File: config.mk
export PLATFORM = sky130hd
export DESIGN_NAME = dhpg_guard
export DESIGN_NICKNAME = d
export VERILOG_FILES = /design/src/shared/dhpg_pkg.sv /design/src/core/dhpg_guard.sv
export SDC_FILE = /design/constraint.sdc
export NUM_CORES = 1
export LEC_CHECK = 0
export BUFFER_PORTS_ARGS = -buffer_cell sky130_fd_sc_hd__buf_2
export CORE_UTILIZATION = 50
export CTS_BUF_LIST = sky130_fd_sc_hd__clkbuf_8
export CTS_CLUSTER_SIZE = 14
export DETAILED_ROUTE_END_ITERATION = 10
export PLACE_DENSITY = 0.89
export SLEW_MARGIN = 10
export SYNTH_ARGS = -nofsm -noshare
export SYNTH_HDL_FRONTEND = slang
export SYNTH_SLANG_ARGS = --single-unit
File: constraint.sdc
create_clock -name clock -period 3.35 [get_ports clock]
set_clock_uncertainty 0.2 [all_clocks]
set_input_delay 0.5025 -clock clock [delete_from_list [all_inputs] [get_ports clock]]
set_output_delay 0.5025 -clock clock [all_outputs]
set_load 0.1 [all_outputs]
File: src/shared/dhpg_pkg.sv
/*
 Constants for the display hot-plug output guard.
 Assumes one 200 MHz clock and an AHB-Lite register bus.
*/
package dhpg_pkg;
  // Clock and filter timing
  localparam int CLK_PS      = 5000;
  localparam int DEB_NS      = 1000;
  localparam int DEB_CYC     = (DEB_NS * 1000 + CLK_PS - 1) / CLK_PS;
  localparam int DEB_W       = 8;
  localparam logic [DEB_W-1:0] DEB_MAX = DEB_W'(DEB_CYC - 1);

  // Identity read addresses on the control channel
  localparam logic [7:0] ID_ADDR_PRI = 8'ha2;
  localparam logic [7:0] ID_ADDR_SEC = 8'ha0;

  // Register byte offsets
  localparam logic [7:0] OFF_CTRL = 8'h00;
  localparam logic [7:0] OFF_STAT = 8'h04;
  localparam logic [7:0] OFF_IRQ  = 8'h08;
  localparam logic [7:0] OFF_MASK = 8'h0c;

  // Control fields
  localparam int CTRL_RESTART = 0;

  // Interrupt status fields
  localparam int IRQ_W      = 3;
  localparam int IRQ_CONN   = 0;
  localparam int IRQ_DISC   = 1;
  localparam int IRQ_IDDONE = 2;
  localparam logic [IRQ_W-1:0] MASK_RST = 3'h0;

  // Status fields
  localparam int ST_STATE = 0;
  localparam int ST_DIG   = 3;
  localparam int ST_TX    = 4;
  localparam int ST_DAC   = 5;
  localparam int ST_SENSE = 6;

  // AHB transfer type bit that marks an active transfer
  localparam int HTRANS_ACT = 1;

  typedef enum logic [2:0] {
    S_PRI   = 3'b000,
    S_SEC   = 3'b001,
    S_DIG   = 3'b010,
    S_DLOST = 3'b011,
    S_ANA   = 3'b100,
    S_ALOST = 3'b101,
    S_HOLD  = 3'b110
  } dhpg_state_e;
endpackage

File: src/core/dhpg_guard.sv
/*
 Hot-plug output guard: watches the charge-power comparator flag,
 picks digital or analogue output from the monitor identity data,
 gates both outputs and flags connect events.
 Assumes an external control-channel reader on the same clock and a
 comparator flag asynchronous to the clock.
*/
`timescale 1ns/10ps

// Functional notes
// - Sense below threshold always drops the digital transmitter enable.
// - That disable is pure hardware; software plays no part.
// - After reset, read identity at A2h before any output enable.
// - Identity interface type chooses digital or analogue path.
// - Digital transmitter enabled only while sense is above threshold.
// - Sense returning after loss leaves the transmitter off.
// - Sense returning after loss raises a connect interrupt.
// - Analogue path enables the converters after identification.
// - In analogue mode a sense loss keeps converters running.
// - Analogue mode: on sense return, disable converters, then signal.
// - No identity at A2h: retry at A0h and treat as analogue.
module dhpg_guard
  import dhpg_pkg::*;
(
  // Clock and reset
  input  wire logic        clock,
  input  wire logic        resetn,
  // AHB-Lite slave
  input  wire logic        hsel,
  input  wire logic [31:0] haddr,
  input  wire logic [1:0]  htrans,
  input  wire logic        hwrite,
  input  wire logic [2:0]  hsize,
  input  wire logic [31:0] hwdata,
  input  wire logic        hready,
  output logic             hreadyout,
  output logic [31:0]      hrdata,
  output logic             hresp,
  // Charge-power comparator flag, asynchronous
  input  wire logic        sense_raw,
  // Identity reader handshake
  output logic             id_req,
  output logic [7:0]       id_addr,
  input  wire logic        id_done,
  input  wire logic        id_ok,
  input  wire logic        id_digital,
  // Output gates and interrupt
  output logic             tx_en,
  output logic             dac_en,
  output logic             irq
);

  dhpg_state_e         state;
  logic                sync_a;
  logic                sync_b;
  logic                sense_f;
  logic                sense_d;
  logic [DEB_W-1:0]    deb_cnt;
  logic                rise;
  logic                fall;
  logic                id_busy;
  logic                restart;
  logic                wr_pend;
  logic [7:0]          wr_addr;
  logic                rd_irq;
  logic [IRQ_W-1:0]    irq_stat;
  logic [IRQ_W-1:0]    irq_mask;
  logic [IRQ_W-1:0]    irq_set;
  logic                addr_ok;
  logic                id_fin;
  logic [31:0]         next_rdata;
  logic [IRQ_W-1:0]    next_stat;

  // Active AHB transfer in its address phase
  function automatic logic ahb_act(input logic s, input logic [1:0] t,
                                   input logic r);
    return s & t[HTRANS_ACT] & r;
  endfunction

  // State groups used by the event decode. A state left out of both
  // groups, as S_PRI, S_SEC and S_HOLD are, raises no connect or
  // disconnect event.
  // States in which a display is believed attached and driven
  function automatic logic path_live(input dhpg_state_e s);
    return (s == S_DIG) | (s == S_ANA);
  endfunction

  // States waiting for the sense line to come back
  function automatic logic path_lost(input dhpg_state_e s);
    return (s == S_DLOST) | (s == S_ALOST);
  endfunction

  // Two-flop synchroniser; only sync_b is looked at
  always_ff @(posedge clock or negedge resetn) begin
    if (!resetn) begin
      sync_a <= 1'b0;
      sync_b <= 1'b0;
    end else begin
      sync_a <= sense_raw;
      sync_b <= sync_a;
    end
  end

  // Debounce: level must hold for the whole window to be believed.
  // Costs about a microsecond of latency, which the cable can afford.
  always_ff @(posedge clock or negedge resetn) begin
    if (!resetn) begin
      deb_cnt <= '0;
      sense_f <= 1'b0;
    end else if (sync_b == sense_f) begin
      deb_cnt <= '0;
    end else if (deb_cnt == DEB_MAX) begin
      deb_cnt <= '0;
      sense_f <= sync_b;
    end else begin
      deb_cnt <= deb_cnt + 1'b1;
    end
  end

  // Edge history of the filtered level
  always_ff @(posedge clock or negedge resetn) begin
    if (!resetn) begin
      sense_d <= 1'b0;
    end else begin
      sense_d <= sense_f;
    end
  end

  assign rise = sense_f & ~sense_d;
  assign fall = ~sense_f & sense_d;
  assign id_fin = id_busy & id_done;

  // Identity read requests: one pulse per read, busy until done
  always_ff @(posedge clock or negedge resetn) begin
    if (!resetn) begin
      id_req  <= 1'b0;
      id_addr <= ID_ADDR_PRI;
      id_busy <= 1'b0;
    end else begin
      id_req <= 1'b0;
      if (id_fin) begin
        id_busy <= 1'b0;
      end else if (!id_busy && !id_req && state == S_PRI) begin
        id_req  <= 1'b1;
        id_addr <= ID_ADDR_PRI;
        id_busy <= 1'b1;
      end else if (!id_busy && !id_req && state == S_SEC) begin
        id_req  <= 1'b1;
        id_addr <= ID_ADDR_SEC;
        id_busy <= 1'b1;
      end
    end
  end

  // Path sequencer. Outputs stay off until identification ends, and a
  // sense return in S_DLOST or S_ALOST lands in S_HOLD so a new monitor
  // is not driven with settings meant for the old one.
  always_ff @(posedge clock or negedge resetn) begin
    if (!resetn) begin
      state <= S_PRI;
    end else begin
      unique case (state)
        S_PRI: begin
          if (id_fin && id_ok && id_digital) begin
            state <= sense_f ? S_DIG : S_DLOST;
          end else if (id_fin && id_ok) begin
            state <= S_ANA;
          end else if (id_fin) begin
            state <= S_SEC;
          end
        end
        S_SEC: begin
          if (id_fin) begin
            state <= S_ANA;
          end
        end
        S_DIG: begin
          if (!sense_f) begin
            state <= S_DLOST;
          end
        end
        S_DLOST: begin
          if (rise) begin
            state <= S_HOLD;
          end
        end
        S_ANA: begin
          if (fall) begin
            state <= S_ALOST;
          end
        end
        S_ALOST: begin
          if (rise) begin
            state <= S_HOLD;
          end
        end
        S_HOLD: begin
          if (restart) begin
            state <= S_PRI;
          end
        end
        default: begin
          state <= S_HOLD;
        end
      endcase
    end
  end

  // Digital transmitter gate. The sense term is raw hardware and
  // overrides everything, so a hung CPU cannot keep it on.
  always_ff @(posedge clock or negedge resetn) begin
    if (!resetn) begin
      tx_en <= 1'b0;
    end else if (!sense_f) begin
      tx_en <= 1'b0;
    end else if (state == S_PRI && id_fin && id_ok && id_digital) begin
      tx_en <= 1'b1;
    end else if (state != S_DIG) begin
      tx_en <= 1'b0;
    end
  end

  // Analogue converter gate; a sense loss alone never turns it off
  always_ff @(posedge clock or negedge resetn) begin
    if (!resetn) begin
      dac_en <= 1'b0;
    end else if (state == S_ALOST && rise) begin
      dac_en <= 1'b0;
    end else if (state == S_PRI && id_fin && id_ok && !id_digital) begin
      dac_en <= 1'b1;
    end else if (state == S_SEC && id_fin) begin
      dac_en <= 1'b1;
    end else if (state != S_ANA && state != S_ALOST) begin
      dac_en <= 1'b0;
    end
  end

  // Hardware events feeding the sticky status
  always_comb begin
    irq_set = '0;
    irq_set[IRQ_CONN] = rise & path_lost(state);
    irq_set[IRQ_DISC] = fall & path_live(state);
    irq_set[IRQ_IDDONE] = id_fin & ((state == S_ANA) | (state == S_SEC)
                        | (state == S_PRI & id_ok));
  end

  // Bus decode of the address phase
  assign addr_ok = ahb_act(hsel, htrans, hready);

  // Read-to-clear strobe, taken in the address phase: the value sampled
  // into hrdata and the bits cleared are then the same snapshot, so an
  // event landing on the read edge is never cleared unseen.
  assign rd_irq = addr_ok & ~hwrite & (haddr[7:0] == OFF_IRQ);

  // Next sticky status; a new event wins over the read that clears it
  assign next_stat = (irq_stat & ~{IRQ_W{rd_irq}}) | irq_set;

  // Sticky status
  always_ff @(posedge clock or negedge resetn) begin
    if (!resetn) begin
      irq_stat <= '0;
    end else begin
      irq_stat <= next_stat;
    end
  end

  // Interrupt line sees a new event a cycle after the gate has already
  // switched, so the outputs are off before software hears of the
  // connection; a read clear drops it at once.
  always_ff @(posedge clock or negedge resetn) begin
    if (!resetn) begin
      irq <= 1'b0;
    end else begin
      irq <= |(irq_stat & ~{IRQ_W{rd_irq}} & irq_mask);
    end
  end

  // Write path: capture in address phase, apply in data phase
  always_ff @(posedge clock or negedge resetn) begin
    if (!resetn) begin
      wr_pend <= 1'b0;
      wr_addr <= '0;
    end else begin
      wr_pend <= addr_ok & hwrite;
      if (addr_ok) begin
        wr_addr <= haddr[7:0];
      end
    end
  end

  // Mask register and restart strobe
  always_ff @(posedge clock or negedge resetn) begin
    if (!resetn) begin
      irq_mask <= MASK_RST;
      restart  <= 1'b0;
    end else begin
      restart <= 1'b0;
      if (wr_pend && wr_addr == OFF_MASK) begin
        irq_mask <= hwdata[IRQ_W-1:0];
      end
      if (wr_pend && wr_addr == OFF_CTRL) begin
        restart <= hwdata[CTRL_RESTART];
      end
    end
  end

  // Read mux, evaluated in the address phase
  always_comb begin
    next_rdata = '0;
    unique case (haddr[7:0])
      OFF_STAT: begin
        next_rdata[ST_STATE +: $bits(dhpg_state_e)] = state;
        next_rdata[ST_DIG]   = (state == S_DIG) | (state == S_DLOST);
        next_rdata[ST_TX]    = tx_en;
        next_rdata[ST_DAC]   = dac_en;
        next_rdata[ST_SENSE] = sense_f;
      end
      OFF_IRQ: next_rdata[IRQ_W-1:0] = irq_stat;
      OFF_MASK: next_rdata[IRQ_W-1:0] = irq_mask;
      default: next_rdata = '0;
    endcase
  end

  // Read data, captured in the address phase and held for the data phase
  always_ff @(posedge clock or negedge resetn) begin
    if (!resetn) begin
      hrdata <= '0;
    end else begin
      if (addr_ok && !hwrite) begin
        hrdata <= next_rdata;
      end
    end
  end

  // Zero-wait slave, always OKAY
  always_ff @(posedge clock or negedge resetn) begin
    if (!resetn) begin
      hreadyout <= 1'b1;
      hresp     <= 1'b0;
    end else begin
      hreadyout <= 1'b1;
      hresp     <= 1'b0;
    end
  end

endmodule

==> out/summary.json, run 1 <==
{
  "cts_inserted_buffers": 5,
  "final_layout_size_suffix_gt1_share_pct": 22.7,
  "cts.htree.levels": 2,
  "overall_die_area_sq_mm": 0.00479,
  "top_area_cell_type_share_of_the_netlist_area_pct": 47.7,
  "worstSetupStartpoint": "state[0]",
  "postCtsSetupRepairBufs": 0,
  "grt_first_pass_wirelength_mm": 6.67,
  "vias": 1620,
  "detail_route.vias_per_cell": 5.28,
  "setup-violations-final": 0,
  "place_ws_ps": 820,
  "outcome": "finished clean",
  "finalSetupTns_ps": 0,
  "grt_remaining_overflow": 0,
  "rr_startpoint": "state[0]",
  "gp_congestion": 0.793,
  "timing.fmax_mhz": 450,
  "grt_pass1_vias": 1517,
  "path_clk_slew_ps": 80,
  "post_synth_main_area_contributors": "dfrtp_1, buf_4, mux2_2",
  "num-nets-final": 333,
  "synth.lib_cells_used.distinct": 45,
  "ys.flop_type": "dfrtp_1",
  "mostFrequentLayoutCell": "dfrtp_1",
  "worst_hold_slack_ps": 108,
  "hold_viol_final": 0,
  "max-slew-margin-rel_pct": 38.1,
  "critical_path.startpoint_type": "flip-flop",
  "grt_setup_unrepaired": "false",
  "floorplan.initialDensity_pct": 51.8,
  "synth.ff_latch_count": 44,
  "synth_cells": 222,
  "endpoint_kind": "flip-flop",
  "postCtsResizedCells": 0,
  "synth.cell_area_sq_mm": 0.00226,
  "dieHeight_microns": 69.2,
  "tightestPinTransition_ps": 929,
  "cts_tree": "built",
  "synth_warnings": 0,
  "gr-usage-all-layers_pct": 17.4,
  "netlist.top_cell.by_area": "dfrtp_1",
  "io-pin-count": 124,
  "remaining_number_of_nets_flagged_by_the_antenna_check_after_routing": 0,
  "fin_max_slew_vios": 0,
  "root_buffer": "clkbuf_8",
  "layout_common_cells": "dfrtp_1, conb_1, buf_2",
  "powerDensity_mw_per_mm2": 604,
  "holdBufCountCts": 0,
  "final_period_minus_worst_setup_slack_ps": 2220,
  "synthArstFlopShare_pct": 100,
  "worst-endpoint-required_ps": 3320,
  "post_synth_mux_area_share_pct": 6.43,
  "diodes": 0,
  "dp.cells": 299,
  "die-width_microns": 69.2,
  "worst_ir_drop_vdd_mv": 0.286,
  "avgSynthCellArea_sq_um": 10.2,
  "post-route-util_pct": 55.6,
  "postLayoutSetupSlackWorst_ps": 1130,
  "synth_adder_area_share_pct": 0.554,
  "p_leak_nw": 1.20,
  "synth_edf_count": 0,
  "synth_top_family_by_area": "simple AND/OR/NAND/NOR gates",
  "final.period_utilization_pct": 66.4,
  "hp-class": "input pin to flip-flop",
  "grt_start_max_net_pins": 45,
  "max_cap_viol_count": 0,
  "detailedRoute.firstPassIterationCount": 6,
  "worst_ep_arrival_time_ps": 2190,
  "fin_cells": 307,
  "synth-compound-area-share_pct": 11.1,
  "cts.sink_count": 44,
  "worst_skew_pair.late_latency_ps": 300,
  "synth-seq-area-share_pct": 48.8,
  "drc_errors": 0,
  "worst-setup-path-type": "flip-flop to flip-flop",
  "portBuffers": 32,
  "routed_wire_length_per_instance_microns": 12.6,
  "detail_route.iter0.violations": 182,
  "core_area_sq_mm": 0.00435,
  "floorplan.rows": 24,
  "basic_gate_share_of_the_synthesized_area_counting_and_or_nand_and_nor_cells_pct": 16.0,
  "routed_wl_mm": 3.87,
  "clock_path_buffers": 2,
  "synth_xor_area_share_pct": 3.10,
  "hpwlAfterDp_mm": 2.93,
  "areaGrowthSynthToFinish_pct": 7.32,
  "timing.hold.worst.start": "sense_raw",
  "timing.critical_path.fanout_max": 17,
  "antenna_found_initial": 0
}
layer usage:
| layer | vias up | global-route usage, % | part of all wire, % |
|---|---|---|---|
| met5 | - | 0 | 0 |
| met4 | 0 | 9.30 | 2.5 |
| met3 | 9 | 2.76 | 4.7 |
| met2 | 64 | 29.7 | 49 |
| met1 | 780 | 21.0 | 43 |
| li1 | 767 | - | - |
final cells by class:
type / instances / area (sq um)
tap: 52 / 65.1
timing repair buffer: 33 / 168
inverter: 8 / 30.0
sequential: 44 / 1100
clock inverter: 2 / 7.51
fill: 389 / 1930
clock buffer: 6 / 82.6
multi-input combinational: 162 / 967
worst max-delay path, cell delays in order (launching register included):
cell	delay [ps]
dfrtp_1	550
or4b_2	700
and4_1	230
a2111oi_0	330
a21oi_1	90
kinds of logic after synthesis:
| logic type | count (synthesis) |
|---|---|
| adder cells (fa/ha/maj) | 1 |
| multiplexers | 13 |
| flip-flops | 44 |
| other | 2 |
| XOR/XNOR | 8 |
| AND/OR/NAND/NOR | 69 |
| buffers and inverters | 48 |
| AO/OA/AOI/OAI | 37 |
flip-flops by register name, indices dropped and copies added, names as in the netlist, 3 cells and up:
name and count:
state 3, irq_stat 3, irq_mask 3, wr_addr 8, hrdata 7, deb_cnt 8
stage by stage:
step	cell area, sq um	total power [W]
4_1_cts	2420	0.00147
5_1_grt	2420	0.00154
3_3_place_gp	2330	0.00112
6_report	2420	0.00146
3_5_place_dp	2330	0.00114
2_1_floorplan	2380	0.00110
final timing paths:
kind,endpoint,slack (ps),cells after the start
setup / recovery,state[2],1130,4
setup reg to reg,state[2],1130,4
min in group asynchronous,wr_pend,130,1
max in group asynchronous,wr_addr[3],2230,1
hold reg to reg,sync_b,150,0
hold / removal,sync_a,110,1
cells in the mapped netlist (2+ instances only):
library cell / count
and4_1: 2
xnor2_1: 4
dfrtp_1: 43
or4_4: 2
nand2_1: 23
nand3_1: 8
a2111oi_0: 2
buf_4: 34
clkbuf_1: 6
inv_1: 8
nor3_1: 2
conb_1: 2
xor2_1: 4
nand2b_1: 2
nor4b_1: 3
a211o_1: 2
and3_1: 2
o21ai_0: 14
a21o_1: 3
nor2_1: 15
nor4_1: 2
a22oi_1: 4
a21oi_1: 2
mux2_2: 12
power by group:
| part | switching [W] | total (W) | internal (W) |
|---|---|---|---|
| clock network | 0.000170 | 0.000332 | 0.000162 |
| logic | 0.000339 | 0.000450 | 0.000111 |
| registers | 0.0000880 | 0.000680 | 0.000593 |
No activity file was read; power rests on OpenSTA's default activity.
==> inputs of run 2 (changes only) <==
--- a/config.mk
+++ b/config.mk
@@ -6,11 +6,11 @@
 export NUM_CORES = 1
 export LEC_CHECK = 0
 export BUFFER_PORTS_ARGS = -buffer_cell sky130_fd_sc_hd__buf_2
-export CORE_UTILIZATION = 50
+export CORE_UTILIZATION = 42
 export CTS_BUF_LIST = sky130_fd_sc_hd__clkbuf_8
 export CTS_CLUSTER_SIZE = 14
 export DETAILED_ROUTE_END_ITERATION = 10
-export PLACE_DENSITY = 0.89
+export PLACE_DENSITY = 0.79
 export SLEW_MARGIN = 10
 export SYNTH_ARGS = -nofsm -noshare
 export SYNTH_HDL_FRONTEND = slang
==> constraint.sdc (replaced) <==
create_clock -name clock -period 1.8 [get_ports clock]
set_clock_uncertainty 0.2 [all_clocks]
set_input_delay 0.27 -clock clock [delete_from_list [all_inputs] [get_ports clock]]
set_output_delay 0.27 -clock clock [all_outputs]
set_load 0.1 [all_outputs]
==> out/summary.json, run 2 (synthesized netlist as in run 1, its figures left out) <==
{
  "outcome": "complete, but fails checks",
  "violations": "setup timing",
  "global_route.usage.met3": {"value": 4.10, "unit": "%", "change": "+1.3 points"},
  "antenna_found_initial": {"value": 0, "change": "unchanged"},
  "critical_path.startpoint_type": "input pin",
  "timing.fmax_mhz": 521,
  "detail_route.iter0.violations": {"value": 162, "change": "-11%"},
  "detailedRoute.firstPassIterationCount": {"value": 4, "change": "-2"},
  "timing.critical_path.slowest_stage_cell": "or4_4",
  "max_cap_viol_count": {"value": 0, "change": "unchanged"},
  "globalRoute.busiestLayer": "met2",
  "dpl_cell_area": {"value": 0.00245, "unit": "sq mm", "change": "+5.1%"},
  "postCtsSetupRepairBufs": {"value": 0, "change": "unchanged"},
  "path_cells": "buf_6, or4_4, or4_4, or3b_4, a21o_1",
  "clock_path_buffers": {"value": 2, "change": "unchanged"},
  "finalSetupTns": {"value": -456, "unit": "ps", "change": "-456 ps"},
  "worst-setup-path-type": "input pin to flip-flop",
  "timing.reg2reg.worst_path_depth": {"value": 4, "change": "unchanged"},
  "gr-usage-all-layers": {"value": 16.2, "unit": "%", "change": "-1.2 points"},
  "diodes": {"value": 0, "change": "unchanged"},
  "core_area": {"value": 0.00514, "unit": "sq mm", "change": "+18%"},
  "areaGrowthSynthToFinish_pct": 15.0,
  "routed_wire_length_per_instance": {"value": 12.2, "unit": "microns", "change": "-3.3%"},
  "worst_ep_arrival_time": {"value": 1900, "unit": "ps", "change": "-290 ps"},
  "hold-path-cell-count": {"value": 2, "change": "+1"},
  "floorplan.rows": {"value": 26, "change": "+8.3%"},
  "r2r_end": "state[2]",
  "gp_congestion": {"value": 0.782, "change": "-1.3%"},
  "grt_start_max_net_pins": {"value": 31, "change": "-31%"},
  "cts.htree.levels": {"value": 2, "change": "unchanged"},
  "crit_top_cell": "or4_4",
  "worst-endpoint-required": {"value": 1780, "unit": "ps", "change": "-1540 ps"},
  "final_period_minus_worst_setup_slack_ps": 1920,
  "postLayoutSetupSlackWorst": {"value": -119, "unit": "ps", "change": "-1250 ps"},
  "routed_wl": {"value": 4.10, "unit": "mm", "change": "+5.9%"},
  "cts_tree": "built",
  "hpwlAfterDp": {"value": 3.10, "unit": "mm", "change": "+6.1%"},
  "dieHeight": {"value": 75.3, "unit": "microns", "change": "+8.8%"},
  "grt_remaining_overflow": {"value": 0, "change": "unchanged"},
  "num-nets-final": {"value": 344, "change": "+3.3%"},
  "cts.sink_count": {"value": 44, "change": "unchanged"},
  "post-route-util": {"value": 50.5, "unit": "%", "change": "-5.1 points"},
  "grt_setup_unrepaired": "true",
  "powerDensity": {"value": 1070, "unit": "mW/mm^2", "change": "+77%"},
  "worst_skew_pair.late_latency": {"value": 290, "unit": "ps", "change": "about the same"},
  "final_cell_area": {"value": 0.00259, "unit": "sq mm", "change": "+7.1%"},
  "r2r_slack": {"value": 80, "unit": "ps", "change": "-1050 ps"},
  "layout_common_cells": "dfrtp_1, conb_1, buf_2",
  "globalRouteMet2Util": {"value": 26.2, "unit": "%", "change": "-3.5 points"},
  "cts_inserted_buffers": {"value": 5, "change": "unchanged"},
  "fin_max_slew_vios": {"value": 0, "change": "unchanged"},
  "remaining_number_of_nets_flagged_by_the_antenna_check_after_routing": {"value": 0, "change": "unchanged"},
  "detail_route.vias_per_cell": {"value": 4.85, "change": "-8.1%"},
  "timing.hold.worst.start": "hwdata[1]",
  "timing.critical_path.fanout_max": {"value": 4, "change": "-13"},
  "tightestPinTransition": {"value": 620, "unit": "ps", "change": "-309 ps"},
  "io-pin-count": {"value": 124, "change": "unchanged"},
  "p_leak": {"value": 1.27, "unit": "nW", "change": "+5.9%"},
  "vias": {"value": 1629, "change": "+0.56%"},
  "cpPeakStageDelay": {"value": 520, "unit": "ps", "change": "-180 ps"},
  "overall_die_area": {"value": 0.00567, "unit": "sq mm", "change": "+18%"},
  "floorplan.initialDensity": {"value": 43.9, "unit": "%", "change": "-7.9 points"},
  "path_clk_slew": {"value": 70, "unit": "ps", "change": "about the same"},
  "hold_viol_final": {"value": 0, "change": "unchanged"},
  "grt_util_met1": {"value": 20.7, "unit": "%", "change": "-0.32 points"},
  "worst_ir_drop_vdd": {"value": 0.555, "unit": "mV", "change": "+94%"},
  "drc_errors": {"value": 0, "change": "unchanged"},
  "final_layout_size_suffix_gt1_share": {"value": 27.8, "unit": "%", "change": "+5.1 points"},
  "portBuffers": {"value": 32, "change": "unchanged"},
  "top_regs": "deb_cnt: 8 flops, wr_addr: 8 flops, hrdata: 7 flops",
  "mostFrequentLayoutCell": "dfrtp_1",
  "endpoint_kind": "flip-flop",
  "grt_first_pass_wirelength": {"value": 6.80, "unit": "mm", "change": "+2.1%"},
  "final.period_utilization_pct": 107,
  "rr_startpoint": "sense_f",
  "die-width": {"value": 75.3, "unit": "microns", "change": "+8.8%"},
  "hp-class": "input pin to flip-flop",
  "grt_pass1_vias": {"value": 1498, "change": "-1.3%"},
  "root_buffer": "clkbuf_8",
  "max-slew-margin-rel": {"value": 57.6, "unit": "%", "change": "+20 points"},
  "setup-violations-final": {"value": 5, "change": "+5"},
  "min_delay_worst_endpoint": "irq_mask[1]"
}
[run 2: worst max-delay path by stage]
| stage | slack [ps] | start | end | depth (start not counted) |
|---|---|---|---|---|
| after floorplan | -290 | haddr[1] | irq_stat[1] | 4 |
| after global routing | -140 | haddr[1] | irq_stat[1] | 5 |
| after detailed placement | -430 | haddr[1] | irq_stat[1] | 5 |
| after CTS | -110 | haddr[1] | irq_stat[1] | 5 |
| final | -120 | haddr[1] | irq_stat[1] | 5 |
| after global placement | -420 | haddr[1] | irq_stat[1] | 5 |
[run 2: area by class of cell]
type	instances	area, sq um
Clock buffer	6	82.6
Sequential cell	44	1100
Inverter	8	30.0
Clock inverter	2	7.51
Multi-Input combinational cell	162	1000
Tap cell	70	87.6
Timing Repair Buffer	44	280
Fill cell	463	2540
[run 2: worst max-delay path, delay by kind of cell]
family / cells / cell delay, ps
simple gates: 3 / 1350
compound gates: 1 / 180
buf+inv: 1 / 90
[run 2: routing by layer]
layer / wire length [microns] / part of all wire, %
met4: 44 / 1.1
met3: 148 / 3.6
met5: 0 / 0
met2: 2010 / 49
met1: 1890 / 46
[run 2: power breakdown]
part	internal, W	switching, W
Sequential	0.00110	0.000109
Combinational	0.000251	0.000712
Clock	0.000302	0.000303
[run 2: timing repair]
item                       CTS  global route
setup endpoints to repair    9            10
hold endpoints to repair    15             0
gates cloned                 0             0
hold buffers                 2             0
gates resized for setup      4             4
[run 2: per-stage QoR]
| stage | hold WS [ps] | total power [W] | instances | worst slack [ps] |
|---|---|---|---|---|
| CTS | 3.97 | 0.00280 | 336 | -110 |
| global placement | 7.42 | 0.00216 | 326 | -421 |
| floorplan | -226 | 0.00206 | 254 | -295 |
| finish | 13.7 | 0.00278 | 336 | -119 |
| detailed placement | 11.1 | 0.00218 | 326 | -434 |
| global route | 4.64 | 0.00294 | 336 | -137 |
==> inputs of run 3 (changes only) <==
--- a/config.mk
+++ b/config.mk
@@ -5,7 +5,7 @@
 export SDC_FILE = /design/constraint.sdc
 export NUM_CORES = 1
 export LEC_CHECK = 0
-export BUFFER_PORTS_ARGS = -buffer_cell sky130_fd_sc_hd__buf_2
+export BUFFER_PORTS_ARGS = -buffer_cell sky130_fd_sc_hd__buf_4
 export CORE_UTILIZATION = 42
 export CTS_BUF_LIST = sky130_fd_sc_hd__clkbuf_8
 export CTS_CLUSTER_SIZE = 14
==> out/summary.json, run 3 (synthesized netlist as in run 1, its figures left out) <==
{
  "outcome": "complete, but fails checks",
  "violations": "setup timing",
  "detailedRoute.firstPassIterationCount": {"value": 4, "change": "unchanged"},
  "clock_path_buffers": {"value": 2, "change": "unchanged"},
  "timing.critical_path.slowest_stage_cell": "or4_4",
  "final_period_minus_worst_setup_slack": {"value": 1910, "unit": "ps", "change": "-11.0 ps"},
  "mostFrequentLayoutCell": "dfrtp_1",
  "timing.fmax": {"value": 524, "unit": "MHz", "change": "+0.57%"},
  "cts.sink_count": {"value": 44, "change": "unchanged"},
  "max-slew-margin-rel": {"value": 63.1, "unit": "%", "change": "+5.5 points"},
  "hpwlAfterDp": {"value": 3.09, "unit": "mm", "change": "-0.37%"},
  "cts_inserted_buffers": {"value": 5, "change": "unchanged"},
  "finalSetupTns": {"value": -359, "unit": "ps", "change": "+96.6 ps"},
  "cts.htree.levels": {"value": 2, "change": "unchanged"},
  "drc_errors": {"value": 0, "change": "unchanged"},
  "detail_route.iter0.violations": {"value": 118, "change": "-27%"},
  "postLayoutSetupSlackWorst": {"value": -108, "unit": "ps", "change": "+11.0 ps"},
  "endpoint_kind": "flip-flop",
  "p_leak": {"value": 1.32, "unit": "nW", "change": "+3.7%"},
  "areaGrowthSynthToFinish_pct": 22.4,
  "io-pin-count": {"value": 124, "change": "unchanged"},
  "worst_ir_drop_vdd": {"value": 0.443, "unit": "mV", "change": "-20%"},
  "crit_top_cell": "or4_4",
  "root_buffer": "clkbuf_8",
  "worst_path_dominant_cell_family": "simple AND/OR/NAND/NOR gates",
  "floorplan.rows": {"value": 26, "change": "unchanged"},
  "critical_path.startpoint_type": "input pin",
  "routed_wire_length_per_instance": {"value": 12.8, "unit": "microns", "change": "+4.8%"},
  "portBuffers": {"value": 32, "change": "unchanged"},
  "grt_start_max_net_pins": {"value": 45, "change": "+45%"},
  "vias": {"value": 1635, "change": "+0.37%"},
  "diodes": {"value": 0, "change": "unchanged"},
  "powerDensity": {"value": 1180, "unit": "mW/mm^2", "change": "+10%"},
  "fin_max_slew_vios": {"value": 0, "change": "unchanged"},
  "max_cap_viol_count": {"value": 0, "change": "unchanged"},
  "hold_viol_final": {"value": 0, "change": "unchanged"},
  "grt_remaining_overflow": {"value": 0, "change": "unchanged"},
  "place_ws": {"value": -446, "unit": "ps", "change": "-11.9 ps"},
  "cts_tree": "built",
  "num-nets-final": {"value": 347, "change": "+0.87%"},
  "grt_setup_unrepaired": "true",
  "layout_common_cells": "dfrtp_1, buf_4, conb_1",
  "top_regs": "deb_cnt: 8 flops, wr_addr: 8 flops, hrdata: 7 flops",
  "detail_route.vias_per_cell": {"value": 4.82, "change": "-0.52%"},
  "overall_die_area": {"value": 0.00567, "unit": "sq mm", "change": "unchanged"},
  "die-width": {"value": 75.3, "unit": "microns", "change": "unchanged"},
  "dieHeight": {"value": 75.3, "unit": "microns", "change": "unchanged"},
  "grt_pass1_vias": {"value": 1443, "change": "-3.7%"},
  "layout.filler_cells": {"value": 458, "change": "-1.1%"},
  "hp-class": "input pin to flip-flop",
  "grt_first_pass_wirelength": {"value": 6.83, "unit": "mm", "change": "+0.41%"},
  "core_area": {"value": 0.00514, "unit": "sq mm", "change": "unchanged"},
  "final_layout_size_suffix_gt1_share": {"value": 28.6, "unit": "%", "change": "+0.80 points"},
  "setup-violations-final": {"value": 4, "change": "-1"},
  "worst_skew_pair.late_latency": {"value": 300, "unit": "ps", "change": "about the same"},
  "cp_num_buf_inv": {"value": 1, "change": "unchanged"},
  "gp_congestion": {"value": 0.820, "change": "+4.8%"},
  "worst-endpoint-required": {"value": 1790, "unit": "ps", "change": "about the same"},
  "cpPeakStageDelay": {"value": 520, "unit": "ps", "change": "about the same"},
  "path_cells": "buf_6, or4_4, or4_4, or3b_4, a21o_1",
  "routed_wl": {"value": 4.34, "unit": "mm", "change": "+5.8%"},
  "worst-setup-path-type": "input pin to flip-flop",
  "path_clk_slew": {"value": 80, "unit": "ps", "change": "about the same"},
  "remaining_number_of_nets_flagged_by_the_antenna_check_after_routing": {"value": 0, "change": "unchanged"},
  "gr-usage-all-layers": {"value": 16.2, "unit": "%", "change": "about the same"},
  "final.period_utilization": {"value": 106, "unit": "%", "change": "-0.61 points"},
  "antenna_found_initial": {"value": 0, "change": "unchanged"},
  "timing.critical_path.fanout_max": {"value": 4, "change": "unchanged"},
  "floorplan.initialDensity": {"value": 43.9, "unit": "%", "change": "unchanged"},
  "worst_ep_arrival_time": {"value": 1900, "unit": "ps", "change": "about the same"},
  "tightestPinTransition": {"value": 554, "unit": "ps", "change": "-66.3 ps"}
}
==> run 3: cell types whose count changed in the layout (fill, tap and decap cells not counted) <==
cell and change:
inv_1 -2, buf_2 -30, buf_4 +31, nor4_1 -1, clkbuf_8 -1, dlygate4sd3_1 +3, buf_12 -1, nor4_2 +1
bufinv_16 +3
==> run 3: worst paths after layout <==
path	from	end	slack (ps)	cells past startpoint
setup reg to reg	sense_f	state[2]	60	4
min in group asynchronous	resetn	id_busy	290	2
hold / removal	id_done	id_busy	0.7	2
hold reg to reg	sync_a	sync_b	150	0
max in group asynchronous	resetn	restart	710	2
setup / recovery	haddr[1]	irq_stat[1]	-110	5
==> run 3: timing repair <==
action	CTS	global route
endpoints found under the setup margin	6	10
endpoints found under the hold margin	47	0
hold buffers	5	0
resized for setup	5	4
buffers inserted	1	0
==> run 3: power breakdown <==
part | internal, W | switching (W)
sequential | 0.00110 | 0.000107
combinational | 0.000289 | 0.000733
clock | 0.000694 | 0.000334
==> run 3: stage by stage <==
stage,instances,power (W),area (sq um),hold slack (ps),utilization [%]
2_1_floorplan,254,0.00206,2400,-226,-
3_3_place_gp,325,0.00220,2510,93.9,48.9
3_5_place_dp,325,0.00222,2510,97.4,48.9
4_1_cts,339,0.00327,2750,0.598,53.4
5_1_grt,339,0.00342,2760,1.83,53.7
6_report,339,0.00326,2760,0.654,53.7
==> run 3: per-layer routing <==
metal	GRT usage, %	share of wire (%)	wire [microns]
met5	0	0	0
met4	4.53	1.3	55
met3	4.76	5.5	239
met2	27.2	51	2220
met1	20.4	42	1820
==> run 3: cell type report <==
type / count / area (sq um) / share of cell area (%)
sequential: 44 / 1100 / 39.9
multi-input combinational: 162 / 1010 / 36.6
timing repair buffer: 47 / 373 / 13.5
clock inverter: 3 / 90.1 / 3.26
tap: 70 / 87.6 / 3.17
clock buffer: 5 / 68.8 / 2.49
inverter: 8 / 30.0 / 1.09
